$ cat config.mk
export PLATFORM = sky130hd
export DESIGN_NAME = channel_map_id_regs
export DESIGN_NICKNAME = d
export VERILOG_FILES = /design/src/channel_map_pkg.sv /design/src/channel_round_robin.sv /design/src/channel_map_id_regs.sv
export SDC_FILE = /design/constraint.sdc
export NUM_CORES = 1
export LEC_CHECK = 0
export ABC_AREA = 0
export BUFFER_PORTS_ARGS = -buffer_cell sky130_fd_sc_hd__buf_4
export CAP_MARGIN = 10
export CORE_ASPECT_RATIO = 1.5
export CORE_MARGIN = 5
export CORE_UTILIZATION = 40
export CTS_BUF_LIST = sky130_fd_sc_hd__clkbuf_8
export DETAILED_ROUTE_END_ITERATION = 10
export PLACE_DENSITY = 0.76
export SLEW_MARGIN = 25
export SYNTH_ARGS = -nofsm -noshare
export SYNTH_HDL_FRONTEND = slang
export SYNTH_HIERARCHICAL = 1
export SYNTH_SLANG_ARGS = --single-unit
$ cat constraint.sdc
create_clock -name clk_i -period 2 [get_ports clk_i]
set_clock_uncertainty 0.2 [all_clocks]
set_input_delay 0.3 -clock clk_i [delete_from_list [all_inputs] [get_ports clk_i]]
set_output_delay 0.3 -clock clk_i [all_outputs]
set_load 0.05 [all_outputs]
$ cat src/channel_map_pkg.sv
package channel_map_pkg;

   // ----------------------------------------------------------------
   // Register port geometry and offsets
   // ----------------------------------------------------------------
   localparam int          ADDR_W          = 8;
   localparam int          DATA_W          = 16;
   localparam logic [7:0]  PART_ID_OFFSET  = 8'h07;
   localparam logic [7:0]  MAP_ZERO_OFFSET = 8'h10;

   // ----------------------------------------------------------------
   // Channel map field positions and reset values
   // ----------------------------------------------------------------
   localparam int          ENABLE_BIT      = 15;
   localparam int          RESERVED_HI_BIT = 14;
   localparam int          SETUP_MSB       = 13;
   localparam int          SETUP_LSB       = 12;
   localparam int          RESERVED_MSB    = 11;
   localparam int          RESERVED_LSB    = 10;
   localparam int          POS_MSB         = 9;
   localparam int          POS_LSB         = 5;
   localparam int          NEG_MSB         = 4;
   localparam int          NEG_LSB         = 0;
   localparam logic [15:0] MAP_ZERO_RESET  = 16'h8001;

   // ----------------------------------------------------------------
   // Channels and setups
   // ----------------------------------------------------------------
   localparam int          NUM_CHANNELS    = 4;
   localparam int          CHAN_W          = 2;
   localparam int          NUM_SETUPS      = 4;

   // ----------------------------------------------------------------
   // Input selector codes
   // ----------------------------------------------------------------
   localparam logic [4:0]  analog_input_zero  = 5'h00;
   localparam logic [4:0]  analog_input_one   = 5'h01;
   localparam logic [4:0]  analog_input_two   = 5'h02;
   localparam logic [4:0]  analog_input_three = 5'h03;
   localparam logic [4:0]  analog_input_four  = 5'h04;
   localparam logic [4:0]  REFERENCE_POS      = 5'h15;
   localparam logic [4:0]  REFERENCE_NEG      = 5'h16;

   // ----------------------------------------------------------------
   // Types
   // ----------------------------------------------------------------
   typedef struct packed {
      logic       enable;
      logic [1:0] setup_select;
      logic [4:0] positive_input_select;
      logic [4:0] negative_input_select;
   } chan_cfg_t;

   typedef struct packed {
      logic [1:0] channel;
      logic [1:0] setup_select;
      logic [4:0] positive_input_select;
      logic [4:0] negative_input_select;
   } conv_cfg_t;

   typedef enum logic [1:0] {
      SEQ_IDLE    = 2'b00,
      SEQ_START   = 2'b01,
      SEQ_CONVERT = 2'b11
   } seq_state_t;

   localparam chan_cfg_t MAP_ZERO_RESET_CFG = '{
      enable:                MAP_ZERO_RESET[ENABLE_BIT],
      setup_select:          MAP_ZERO_RESET[SETUP_MSB:SETUP_LSB],
      positive_input_select: MAP_ZERO_RESET[POS_MSB:POS_LSB],
      negative_input_select: MAP_ZERO_RESET[NEG_MSB:NEG_LSB]
   };

endpackage : channel_map_pkg

$ cat src/channel_round_robin.sv
module channel_round_robin (
   input  wire logic [3:0] enable_mask_i,
   input  wire logic [1:0] current_channel_i,
   output logic      [1:0] next_channel_o,
   output logic            any_enabled_o
);

   // ----------------------------------------------------------------
   // Rotated view of the enables, starting just after the current one
   // ----------------------------------------------------------------
   logic [3:0] hit;
   logic [1:0] cand [4];

   for (genvar k = 0; k < channel_map_pkg::NUM_CHANNELS; k++) begin : g_rot
      assign cand[k] = current_channel_i + 2'(k + 1);
      assign hit[k]  = enable_mask_i[cand[k]];
   end

   // ----------------------------------------------------------------
   // The nearest enabled channel wins; the current one comes last.
   // ----------------------------------------------------------------
   always_comb begin
      next_channel_o = current_channel_i;
      if (hit[0]) begin
         next_channel_o = cand[0];
      end else if (hit[1]) begin
         next_channel_o = cand[1];
      end else if (hit[2]) begin
         next_channel_o = cand[2];
      end else if (hit[3]) begin
         next_channel_o = cand[3];
      end
      any_enabled_o = |enable_mask_i;
   end

endmodule : channel_round_robin

$ cat src/channel_map_id_regs.sv
// Summary of operation
// [RULE1] Read-only part code at 0x07, sixteen bits, writes ignored.
// [RULE2] Channel zero map register at 0x10, sixteen bits, resets to 0x8001.
// [RULE3] Bit 15 enables channel zero; it resets to one.
// [RULE4] Several enabled channels are converted in turn without host help.
// [RULE5] Bits 13:12 pick one of four setups; reset picks setup zero.
// [RULE6] A conversion applies the four-register group of its selected setup.
// [RULE7] Host writes one selector everywhere to share a setup, else mixes.
// [RULE8] Bits 14 and 11:10 read as zero; host writes zero there.
// [RULE9] Bits 9:5 route the positive converter input; reset picks input zero.
// [RULE10] Bits 4:0 route the negative input; reset picks input one.
// [RULE11] Writable fields read back the last write or the reset value.
// [RULE12] Map changes apply from the next conversion, never mid-conversion.
module channel_map_id_regs #(
   parameter logic [15:0] PART_ID = 16'h5a3c  // Arbitrary value.
) (
   input  wire logic                                  clk_i,
   input  wire logic                                  reset_n_i,
   input  wire logic                                  ce_i,
   input  wire logic [7:0]                            address_i,
   input  wire logic [15:0]                           write_data_i,
   input  wire logic                                  write_strobe_i,
   input  wire logic                                  read_strobe_i,
   output logic      [15:0]                           read_data_o,
   input  wire channel_map_pkg::chan_cfg_t [2:0]      other_channel_cfg_i,
   input  wire logic                                  conversion_done_i,
   output logic                                       conversion_start_o,
   output logic                                       converting_o,
   output logic      [1:0]                            active_channel_o,
   output logic      [1:0]                            active_setup_o,
   output logic      [4:0]                            positive_input_o,
   output logic      [4:0]                            negative_input_o,
   output logic                                       channel_zero_enable_o
);

   // ----------------------------------------------------------------
   // Reset release
   // ----------------------------------------------------------------
   // The asynchronous reset is released through two flip-flops so that
   // every register leaves reset on the same clock edge.
   logic [1:0] reset_pipe;
   logic       rst_n;

   always_ff @(posedge clk_i or negedge reset_n_i) begin
      if (!reset_n_i) begin
         reset_pipe <= 2'b00;
      end else begin
         reset_pipe <= {reset_pipe[0], 1'b1};
      end
   end

   assign rst_n = reset_pipe[1];

   // ----------------------------------------------------------------
   // State of the block
   // ----------------------------------------------------------------
   typedef struct packed {
      channel_map_pkg::chan_cfg_t  map_zero;
      logic [15:0]                 read_data;
      channel_map_pkg::seq_state_t state;
      channel_map_pkg::conv_cfg_t  active;
      logic                        start;
      logic                        converting;
      logic                        started_once;
   } state_t;

   localparam state_t STATE_RESET = '{
      map_zero:     channel_map_pkg::MAP_ZERO_RESET_CFG,
      read_data:    16'h0000,
      state:        channel_map_pkg::SEQ_IDLE,
      active:       '0,
      start:        1'b0,
      converting:   1'b0,
      started_once: 1'b0
   };

   state_t st;
   state_t next_st;

   // ----------------------------------------------------------------
   // Per-channel configuration view
   // ----------------------------------------------------------------
   channel_map_pkg::chan_cfg_t cfg [4];
   logic [3:0]                 enable_mask;
   logic [1:0]                 next_channel;
   logic                       any_enabled;
   logic [15:0]                map_zero_word;

   always_comb begin
      cfg[0] = st.map_zero;
      cfg[1] = other_channel_cfg_i[0];
      cfg[2] = other_channel_cfg_i[1];
      cfg[3] = other_channel_cfg_i[2];
   end

   for (genvar c = 0; c < channel_map_pkg::NUM_CHANNELS; c++) begin : g_en
      assign enable_mask[c] = cfg[c].enable;
   end

   // The search starts after the channel converted last, so that each
   // enabled channel takes its turn.
   channel_round_robin u_round_robin (
      .enable_mask_i     (enable_mask),
      .current_channel_i (st.active.channel),
      .next_channel_o    (next_channel),
      .any_enabled_o     (any_enabled)
   );

   // Reserved bits are never stored and so always read as zero.
   always_comb begin
      map_zero_word = 16'h0000;
      map_zero_word[channel_map_pkg::ENABLE_BIT] = st.map_zero.enable;  // [RULE3]
      map_zero_word[channel_map_pkg::SETUP_MSB:channel_map_pkg::SETUP_LSB] =
         st.map_zero.setup_select;  // [RULE5]
      map_zero_word[channel_map_pkg::POS_MSB:channel_map_pkg::POS_LSB] =
         st.map_zero.positive_input_select;  // [RULE9]
      map_zero_word[channel_map_pkg::NEG_MSB:channel_map_pkg::NEG_LSB] =
         st.map_zero.negative_input_select;  // [RULE10]
   end

   // ----------------------------------------------------------------
   // Next-state logic
   // ----------------------------------------------------------------
   always_comb begin
      next_st       = st;
      next_st.start = 1'b0;

      // Register writes. The part code accepts no write. [RULE1]
      if (write_strobe_i) begin
         if (address_i == channel_map_pkg::MAP_ZERO_OFFSET) begin  // [RULE2]
            next_st.map_zero.enable =
               write_data_i[channel_map_pkg::ENABLE_BIT];  // [RULE3] [RULE11]
            next_st.map_zero.setup_select =
               write_data_i[channel_map_pkg::SETUP_MSB:channel_map_pkg::SETUP_LSB];  // [RULE5]
            next_st.map_zero.positive_input_select =
               write_data_i[channel_map_pkg::POS_MSB:channel_map_pkg::POS_LSB];  // [RULE9]
            next_st.map_zero.negative_input_select =
               write_data_i[channel_map_pkg::NEG_MSB:channel_map_pkg::NEG_LSB];  // [RULE10]
         end
      end

      // Register reads: data stand in the cycle after the strobe only.
      next_st.read_data = 16'h0000;
      if (read_strobe_i) begin
         if (address_i == channel_map_pkg::PART_ID_OFFSET) begin
            next_st.read_data = PART_ID;  // [RULE1]
         end else if (address_i == channel_map_pkg::MAP_ZERO_OFFSET) begin
            next_st.read_data = map_zero_word;  // [RULE8] [RULE11]
         end else begin
            next_st.read_data = 16'h0000;
         end
      end

      // Conversion sequencing.
      case (st.state)
         channel_map_pkg::SEQ_IDLE: begin
            if (any_enabled) begin
               next_st.state = channel_map_pkg::SEQ_START;
            end
         end
         channel_map_pkg::SEQ_START: begin
            // Settings are captured here and held until the conversion
            // ends, so later writes cannot disturb it.
            if (any_enabled) begin
               if (st.started_once) begin
                  next_st.active.channel = next_channel;  // [RULE4]
               end else begin
                  next_st.active.channel = enable_mask[0] ? 2'h0 : next_channel;
               end
               next_st.active.setup_select =
                  cfg[next_st.active.channel].setup_select;  // [RULE6] [RULE12]
               next_st.active.positive_input_select =
                  cfg[next_st.active.channel].positive_input_select;  // [RULE12]
               next_st.active.negative_input_select =
                  cfg[next_st.active.channel].negative_input_select;  // [RULE12]
               next_st.start        = 1'b1;
               next_st.converting   = 1'b1;
               next_st.started_once = 1'b1;
               next_st.state        = channel_map_pkg::SEQ_CONVERT;
            end else begin
               next_st.state = channel_map_pkg::SEQ_IDLE;
            end
         end
         channel_map_pkg::SEQ_CONVERT: begin
            if (conversion_done_i) begin
               next_st.converting = 1'b0;
               next_st.state      = channel_map_pkg::SEQ_IDLE;  // [RULE4]
            end
         end
         default: begin
            next_st.state      = channel_map_pkg::SEQ_IDLE;
            next_st.converting = 1'b0;
         end
      endcase
   end

   // ----------------------------------------------------------------
   // State register
   // ----------------------------------------------------------------
   always_ff @(posedge clk_i or negedge rst_n) begin
      if (!rst_n) begin
         st <= STATE_RESET;  // [RULE2]
      end else if (ce_i) begin
         st <= next_st;
      end
   end

   // ----------------------------------------------------------------
   // Outputs
   // ----------------------------------------------------------------
   assign read_data_o           = st.read_data;
   assign conversion_start_o    = st.start;
   assign converting_o          = st.converting;
   assign active_channel_o      = st.active.channel;
   assign active_setup_o        = st.active.setup_select;  // [RULE6]
   assign positive_input_o      = st.active.positive_input_select;
   assign negative_input_o      = st.active.negative_input_select;
   assign channel_zero_enable_o = st.map_zero.enable;

endmodule : channel_map_id_regs

==> flow_summary.toml, run 1 <==
[status]
status = "complete, but fails checks"
violations = "setup timing"

[global_route]
antenna_found_initial = 0
grtUsageTotal_pct = 17.4
grt_pass1_wl_um = 11500
grt_pass1_vias = 2336
grt_start_max_net_pins = 38
grt_overflow = 0

[logic_synthesis]
syn_avg_cell_area_sq_um = 10.4
synth_area_sq_um = 2670
synth_top_area_share_pct = 43.1
synth-edff-count = 0
synth-async-reset-ratio_pct = 100
synth-seq-cells = 48
synth_flop_cell = "dfrtp_1"
synth_area_leader_cell = "dfrtp_1"
synth_seq_area_share_pct = 45.0
synth_area_leaders = "dfrtp_1, buf_4, a21oi_1"
synth_fp_nets = 325
ys_types = 34
synthCells = 256
ys_warn_count = 6

[timing]
grt_setup_unrepaired = "yes"
drv_slew = 0
min_period_ps = 2030
relSlewSlack_pct = 57.2
fmax_mhz = 492
whs_ps = 10.7
hold_violations = 0
setup_viol = 3
period_share_pct = 102
tightest_slew_ps = 640
fin_ws_ps = -32.6

[clock_network]
cts_made_buffers = 5
clk_latency_ps = 310
h-tree-depth = 2
clock-sinks = 48
max-clock-path-buffers = 2
cts_tree = "built"
root_buffer = "clkbuf_8"
clk_pin_slew_ps = 90

[detailed_routing]
first_iter_violations = 87
num_vias = 2221
wl_um = 7300
dr.pass1.iters = 4
avgRoutedWirePerCell_um = 17.8
drt-vias-per-instance = 5.40
route.detailed.drc = 0
route.antenna.remaining_nets = 0

[placement]
gp_congestion = 0.785
dp_hpwl_um = 5540
dpl.cell_count = 401
place_area_sq_um = 3380
numPortBuffers = 97

[setup_path]
path_class = "reg -> reg"
endpoint = "active_setup_o[1]"
r2r_setup_slack_ps = -30
cpPeakStageDelay_ps = 640
required_ps = 1970
slowest_stage = "dfstp_4"
crit_chain = "o22ai_1 -> a221o_1 -> buf_12 -> mux2i_2 -> a2bb2oi_1 -> a31oi_1"
end_kind = "flop"
rr_endpoint = "active_setup_o[1]"
r2r_start = "channel_zero_enable_o"
critPathArrivalTime_ps = 2000
startpoint = "channel_zero_enable_o"
startpoint_type = "flop"
crit_fanout = 37
reg2reg_depth = 6

[layout]
final_cell_mix = "buf_4, dfrtp_1, a21oi_1"
nNetsFinal = 403
drive_gt1_share_pct = 43.3
diodes = 0
final_common_cell = "buf_4"
area_growth_pct = 31.6
final_util_pct = 54.2
instances_no_fill = 411
final_area_sq_um = 3520

[flow_run]
maxCapViolations = 0

[floorplanning]
design.core.area_sq_um = 6490
start_util_pct = 41.2
die_h_um = 110
die_x_um = 76.7
num_rows = 36
dieArea_sq_um = 8450
io_pins = 102

[pwr]
ir_drop_v = 0.000683
leakagePower_nw = 1.72
p_per_area_nw_per_um2 = 1120

[min_path]
worstHoldPathType = "in -> reg"
[sequential cells by signal, indices dropped and copies added, names as in the netlist]
name	flops
negative_input_o	5
st	3
active_channel_o	2
channel_zero_enable_o	1
reset_pipe	2
read_data_o	14
positive_input_o	5
conversion_start_o	1
active_setup_o	2
cfg	12
converting_o	1
[per-layer routing]
layer / routed length (um) / share of wire (%) / vias up / track usage [%]
met5: 0 / 0 / - / 0
li1: - / - / 1043 / -
met3: 399 / 5.5 / 14 / 4.63
met1: 2720 / 37 / 1080 / 18.3
met2: 3940 / 54 / 84 / 31.1
met4: 240 / 3.3 / 0 / 9.88
[critical path, delay by kind of cell (launching register included)]
| family | cells | cell delay (ps) |
|---|---|---|
| buffers and inverters | 1 | 190 |
| AOI/OAI and AO/OA | 4 | 660 |
| DFF | 1 | 640 |
| muxes | 1 | 180 |
[cells by family after synthesis]
logic type      count (synthesis)  share of synthesized area [%]
compound gates                 80                           19.1
buf+inv                        52                           12.0
flops                          48                           45.0
mux                            26                           11.8
other cells                     2                          0.281
simple gates                   48                           11.8
[per-stage QoR]
stage                     total power [mW]  setup slack [ps]  TNS, ps
final                                 3.93             -32.6    -54.2
after global routing                  4.13              -106     -782
after CTS                             3.95             -24.2    -36.1
after detailed placement              3.29              -214    -1620
after global placement                3.24              -131    -1060
after floorplan                       2.85             -78.6     -711
[where the power goes]
part / switching [mW] / internal (mW) / total, mW
clock network: 0.356 / 0.280 / 0.636
registers: 0.149 / 1.16 / 1.31
logic: 1.18 / 0.806 / 1.99
total: 1.68 / 2.25 / 3.93
[final cells by class]
class | count | area (sq um)
Fill cell | 613 | 2970
Sequential cell | 48 | 1210
Multi-Input combinational cell | 156 | 1180
Timing Repair Buffer | 116 | 913
Tap cell | 76 | 95.1
Clock buffer | 6 | 82.6
Inverter | 7 | 26.3
Clock inverter | 2 | 15.0
[synth_stat cells, types with 7 or more instances]
| cell | number |
|---|---|
| a21oi_1 | 31 |
| a22o_1 | 7 |
| buf_4 | 30 |
| clkbuf_1 | 10 |
| dfrtp_1 | 46 |
| inv_1 | 7 |
| mux2_4 | 10 |
| mux2i_1 | 13 |
| nand2_1 | 8 |
| nand2b_1 | 14 |
| nand3_1 | 12 |
| o21ai_0 | 16 |
| o22a_1 | 11 |
| o2bb2ai_1 | 7 |
[how the worst min path moves through the flow]
stage | cells after the start | to | from | slack [ps]
floorplan | 0 | reset_pipe[0] | reset_n_i | -200
global placement | 1 | reset_pipe[0] | reset_n_i | -120
detailed placement | 1 | reset_pipe[0] | reset_n_i | -120
CTS | 2 | cfg[40] | write_data_i[1] | 8
global route | 2 | cfg[47] | write_data_i[8] | 0.5
finish | 2 | cfg[40] | write_data_i[1] | 10
[what timing repair did]
item / CTS / global route
gates resized for setup: 3 / 2
setup buffers: 0 / 0
hold buffers: 2 / 0
setup endpoints to repair: 13 / 12
endpoints found under the hold margin: 9 / 0
Power figures use the tool's default switching activity.
==> inputs of run 2 (changes only) <==
--- a/config.mk
+++ b/config.mk
@@ -8,11 +8,12 @@
 export ABC_AREA = 0
 export BUFFER_PORTS_ARGS = -buffer_cell sky130_fd_sc_hd__buf_4
 export CAP_MARGIN = 10
-export CORE_ASPECT_RATIO = 1.5
+export CORE_ASPECT_RATIO = 2
 export CORE_MARGIN = 5
 export CORE_UTILIZATION = 40
 export CTS_BUF_LIST = sky130_fd_sc_hd__clkbuf_8
 export DETAILED_ROUTE_END_ITERATION = 10
+export MAX_ROUTING_LAYER = met4
 export PLACE_DENSITY = 0.76
 export SLEW_MARGIN = 25
 export SYNTH_ARGS = -nofsm -noshare
==> flow_summary.toml, run 2 (synthesis results as in run 1) <==
[detailed_routing]
num_vias = 2254
wl_met3_um = 385
wl_met2_um = 4440
route.detailed.drc = 0
wl_um = 7790
avgRoutedWirePerCell_um = 18.3
first_iter_violations = 180
dr.pass1.iters = 4
drt-vias-per-instance = 5.30
routedLengthMet1_um = 2710
route.antenna.remaining_nets = 0
highest_layer = "met4"

[floorplanning]
dieArea_sq_um = 8520
die_x_um = 67.8
num_rows = 42
io_pins = 102
start_util_pct = 40.7
die_h_um = 126
design.core.area_sq_um = 6570

[pwr]
p_int_mw = 2.39
leakagePower_nw = 1.75
pwr-share-seq_pct = 32.1
power_switching_mw = 1.73
ir_drop_v = 0.000642
power_mw = 4.12
power_frac_comb_pct = 50.3
p_per_area_nw_per_um2 = 1140
p_sw_share_pct = 41.9
p_clk_share_pct = 17.6

[layout]
final_common_cell = "buf_4"
nNetsFinal = 405
largest_reg_flops = 14
diodes = 0
fill_cells = 595
final_cell_mix = "buf_4, dfrtp_1, a21oi_1"
drive_gt1_share_pct = 46.3
area_growth_pct = 35.3

[clock_network]
clock-sinks = 48
max-clock-path-buffers = 2
cts_made_buffers = 5
cts_tree = "built"
root_buffer = "clkbuf_8"
clk_latency_ps = 300
clk_pin_slew_ps = 90
h-tree-depth = 2

[setup_path]
required_ps = 1960
path_class = "reg -> reg"
end_kind = "flop"
critPathArrivalTime_ps = 2000
crit_fanout = 30
startpoint = "channel_zero_enable_o"
startpoint_type = "flop"
r2r_start = "channel_zero_enable_o"

[timing]
relSlewSlack_pct = 58.9
min_period_ps = 2040
tightest_slew_ps = 614
hold_violations = 0
fmax_mhz = 491
period_share_pct = 102
setup_viol = 5
grt_setup_unrepaired = "yes"
fin_ws_ps = -35.3
drv_slew = 0

[placement]
dp_hpwl_um = 5640
gp_congestion = 0.825
place_ws_ps = -109
numPortBuffers = 97

[min_path]
min_from = "write_data_i[4]"
worstHoldPathType = "in -> reg"

[global_route]
grt_overflow = 0
grt_start_max_net_pins = 47
antenna_found_initial = 0
grtUsageTotal_pct = 19.2
grt_pass1_wl_um = 11900
grt_pass1_vias = 2350

[status]
status = "complete, but fails checks"
violations = "setup timing"

[flow_run]
maxCapViolations = 0
## run 2: path summary, 6_finish.rpt
path	slack [ps]	cells past startpoint	endpoint
worst max-delay path	-40	6	active_setup_o[1]
worst min-delay path	20	2	cfg[43]
worst max register to register	-40	6	active_setup_o[1]
worst min register to register	160	1	cfg[41]
max in group asynchronous	990	1	active_channel_o[1]
min in group asynchronous	100	2	reset_pipe[1]
## run 2: worst max-delay path, stage by stage, from the launching register on
cell and delay, ps:
dfstp_4 640, o22ai_1 70, a221o_1 370, buf_12 200
mux2i_2 180, a2bb2oi_2 140, a31oi_1 80
## run 2: layout make-up
| type | count | area (sq um) | share of cell area [%] |
|---|---|---|---|
| Clock buffer | 5 | 68.8 | 1.90 |
| Timing Repair Buffer | 118 | 948 | 26.2 |
| Multi-Input combinational cell | 156 | 1210 | 33.4 |
| Sequential cell | 48 | 1210 | 33.4 |
| Clock inverter | 3 | 46.3 | 1.28 |
| Tap cell | 88 | 110 | 3.04 |
| Inverter | 7 | 26.3 | 0.726 |
## run 2: repair_timing
action | 4_1_cts | 5_1_grt
cloned | 1 | 0
hold buffers | 1 | 1
gates resized for setup | 5 | 20
setup buffers | 3 | 0
endpoints found under the setup margin | 13 | 14
hold endpoints to repair | 2 | 1
pin swaps | 1 | 0
## run 2: per-layer routing
| metal | vias up | GRT usage [%] |
|---|---|---|
| met5 | - | - |
| met4 | 0 | 8.56 |
| met3 | 17 | 2.60 |
| met2 | 89 | 33.9 |
| met1 | 1099 | 20.4 |
| li1 | 1049 | - |
## run 2: per-stage QoR
step                std cells  hold slack, ps  setup TNS (ps)  cell area [sq um]  utilization (%)
CTS                       424            5.99           -3.38               3560             54.2
global route              425            9.00            -618               3620             55.1
global placement          411            -118            -798               3360             51.2
detailed placement        411            -116            -975               3360             51.2
floorplan                 256            -196            -711               2700                -
finish                    425            16.1           -91.1               3620             55.1
## run 2: power groups by stage
| stage | sequential (mW) | clock (mW) | combinational (mW) |
|---|---|---|---|
| 3_5_place_dp | 1.33 | 0 | 1.93 |
| 3_3_place_gp | 1.32 | 0 | 1.89 |
| 6_report | 1.32 | 0.725 | 2.07 |
| 4_1_cts | 1.31 | 0.745 | 2.00 |
| 5_1_grt | 1.34 | 0.773 | 2.19 |
| 2_1_floorplan | 1.36 | 0 | 1.49 |
==> inputs of run 3 (changes only) <==
--- a/config.mk
+++ b/config.mk
@@ -11,11 +11,10 @@
 export CORE_ASPECT_RATIO = 2
 export CORE_MARGIN = 5
 export CORE_UTILIZATION = 40
-export CTS_BUF_LIST = sky130_fd_sc_hd__clkbuf_8
 export DETAILED_ROUTE_END_ITERATION = 10
 export MAX_ROUTING_LAYER = met4
 export PLACE_DENSITY = 0.76
-export SLEW_MARGIN = 25
+export SLEW_MARGIN = 30
 export SYNTH_ARGS = -nofsm -noshare
 export SYNTH_HDL_FRONTEND = slang
 export SYNTH_HIERARCHICAL = 1
==> flow_summary.toml, run 3 (synthesis results as in run 1) <==
[status]
violations = "setup timing"
status = "complete, but fails checks"

[pwr]
pwr-share-seq_pct = 29.8
power_mw = 4.43
p_sw_share_pct = 40.3
power_frac_comb_pct = 48.2
leakagePower_nw = 1.79
p_clk_share_pct = 22.0
p_int_mw = 2.65
ir_drop_v = 0.000699
p_per_area_nw_per_um2 = 1190
power_switching_mw = 1.78

[floorplanning]
start_util_pct = 40.7
design.core.area_sq_um = 6570
num_rows = 42
dieArea_sq_um = 8520
io_pins = 102
die_h_um = 126
die_x_um = 67.8

[layout]
final_area_sq_um = 3720
final_common_cell = "buf_4"
drive_gt1_share_pct = 48.7
largest_reg_flops = 14
diodes = 0
nNetsFinal = 407
final_cell_mix = "buf_4, dfrtp_1, a21oi_1"
final_util_pct = 56.6
fill_cells = 579
area_growth_pct = 39.0

[global_route]
grt_start_max_net_pins = 47
grt_pass1_vias = 2364
grt_pass1_wl_um = 12000
antenna_found_initial = 0
grtUsageTotal_pct = 19.3
grt_overflow = 0

[detailed_routing]
route.detailed.drc = 0
route.antenna.remaining_nets = 0
num_vias = 2282
dr.pass1.iters = 4
wl_um = 7930
drt-vias-per-instance = 5.34
avgRoutedWirePerCell_um = 18.6
first_iter_violations = 158

[timing]
period_share_pct = 101
hold_violations = 0
whs_ps = 36.7
fmax_mhz = 493
drv_slew = 0
min_period_ps = 2030
grt_setup_unrepaired = "yes"
relSlewSlack_pct = 57.9
tightest_slew_ps = 629
fin_ws_ps = -28.6
setup_viol = 6

[clock_network]
clk_latency_ps = 290
clk_pin_slew_ps = 70
root_buffer = "clkbuf_16"
cts_made_buffers = 5
h-tree-depth = 2
cts_tree = "built"
clock-sinks = 48
max-clock-path-buffers = 2

[min_path]
hold_end = "cfg[44]"
min_from = "write_data_i[5]"
worstHoldPathType = "in -> reg"
hold_depth = 2

[setup_path]
startpoint_type = "flop"
r2r_setup_slack_ps = -30
slowest_stage = "dfstp_4"
crit_fanout = 30
rr_endpoint = "active_setup_o[1]"
critPathArrivalTime_ps = 1970
crit_chain = "o22ai_1 -> a221o_1 -> buf_12 -> mux2i_2 -> a2bb2oi_2 -> a31oi_1"
end_kind = "flop"
r2r_start = "channel_zero_enable_o"
path_class = "reg -> reg"
cpPeakStageDelay_ps = 630
reg2reg_depth = 6
required_ps = 1940

[flow_run]
maxCapViolations = 0

[placement]
gp_congestion = 0.825
dp_hpwl_um = 5640
place_area_sq_um = 3360
numPortBuffers = 97
place_ws_ps = -109
==> run 3: what timing repair did <==
action | 4_1_cts | 5_1_grt
gates cloned | 1 | 0
resized for setup | 5 | 27
pin swaps | 1 | 3
hold buffers | 1 | 0
setup endpoints to repair | 13 | 14
endpoints found under the hold margin | 2 | 0
buffers inserted | 3 | 3
==> run 3: how the worst max path moves through the flow <==
stage / slack (ps) / start / cells after the start / endpoint
5_1_grt: -70 / channel_zero_enable_o / 7 / negative_input_o[1]
2_1_floorplan: -80 / channel_zero_enable_o / 7 / active_setup_o[1]
4_1_cts: 0.4 / channel_zero_enable_o / 6 / active_setup_o[1]
3_5_place_dp: -110 / channel_zero_enable_o / 4 / active_setup_o[1]
3_3_place_gp: -110 / channel_zero_enable_o / 4 / active_setup_o[1]
6_report: -30 / channel_zero_enable_o / 6 / active_setup_o[1]
==> run 3: critical path: cells and delay by family, from the launching register on <==
| family | cells | cell delay, ps |
|---|---|---|
| buf+inv | 1 | 200 |
| mux | 1 | 190 |
| compound gates | 4 | 660 |
| flops | 1 | 630 |
==> run 3: cell type report <==
type / instances / area (sq um) / share of cell area (%)
repair buffers: 120 / 961 / 25.9
inverters: 7 / 26.3 / 0.707
well taps: 88 / 110 / 2.96
flip-flops and latches: 48 / 1210 / 32.6
clock buffers: 5 / 125 / 3.37
multi-input cells: 156 / 1240 / 33.3
clock inverters: 3 / 46.3 / 1.25
==> run 3: metal layers <==
metal / routed length (um) / vias to the layer above / part of all wire [%] / global-route usage [%]
met5: 0 / - / 0 / -
met4: 212 / 0 / 2.7 / 8.91
met3: 401 / 13 / 5.1 / 2.69
met2: 4610 / 91 / 58 / 33.8
met1: 2700 / 1123 / 34 / 20.6
li1: - / 1055 / - / -
==> run 3: power by group through the flow <==
stage / clock, mW / sequential [mW] / combinational [mW]
floorplan: 0 / 1.36 / 1.49
global placement: 0 / 1.32 / 1.89
detailed placement: 0 / 1.33 / 1.93
CTS: 0.990 / 1.31 / 2.00
global route: 1.02 / 1.34 / 2.25
finish: 0.972 / 1.32 / 2.13
==> run 3: per-stage QoR <==
step	setup TNS, ps	cells
6_report	-86.9	427
5_1_grt	-520	427
4_1_cts	0	424
3_5_place_dp	-975	411
3_3_place_gp	-798	411
2_1_floorplan	-711	256
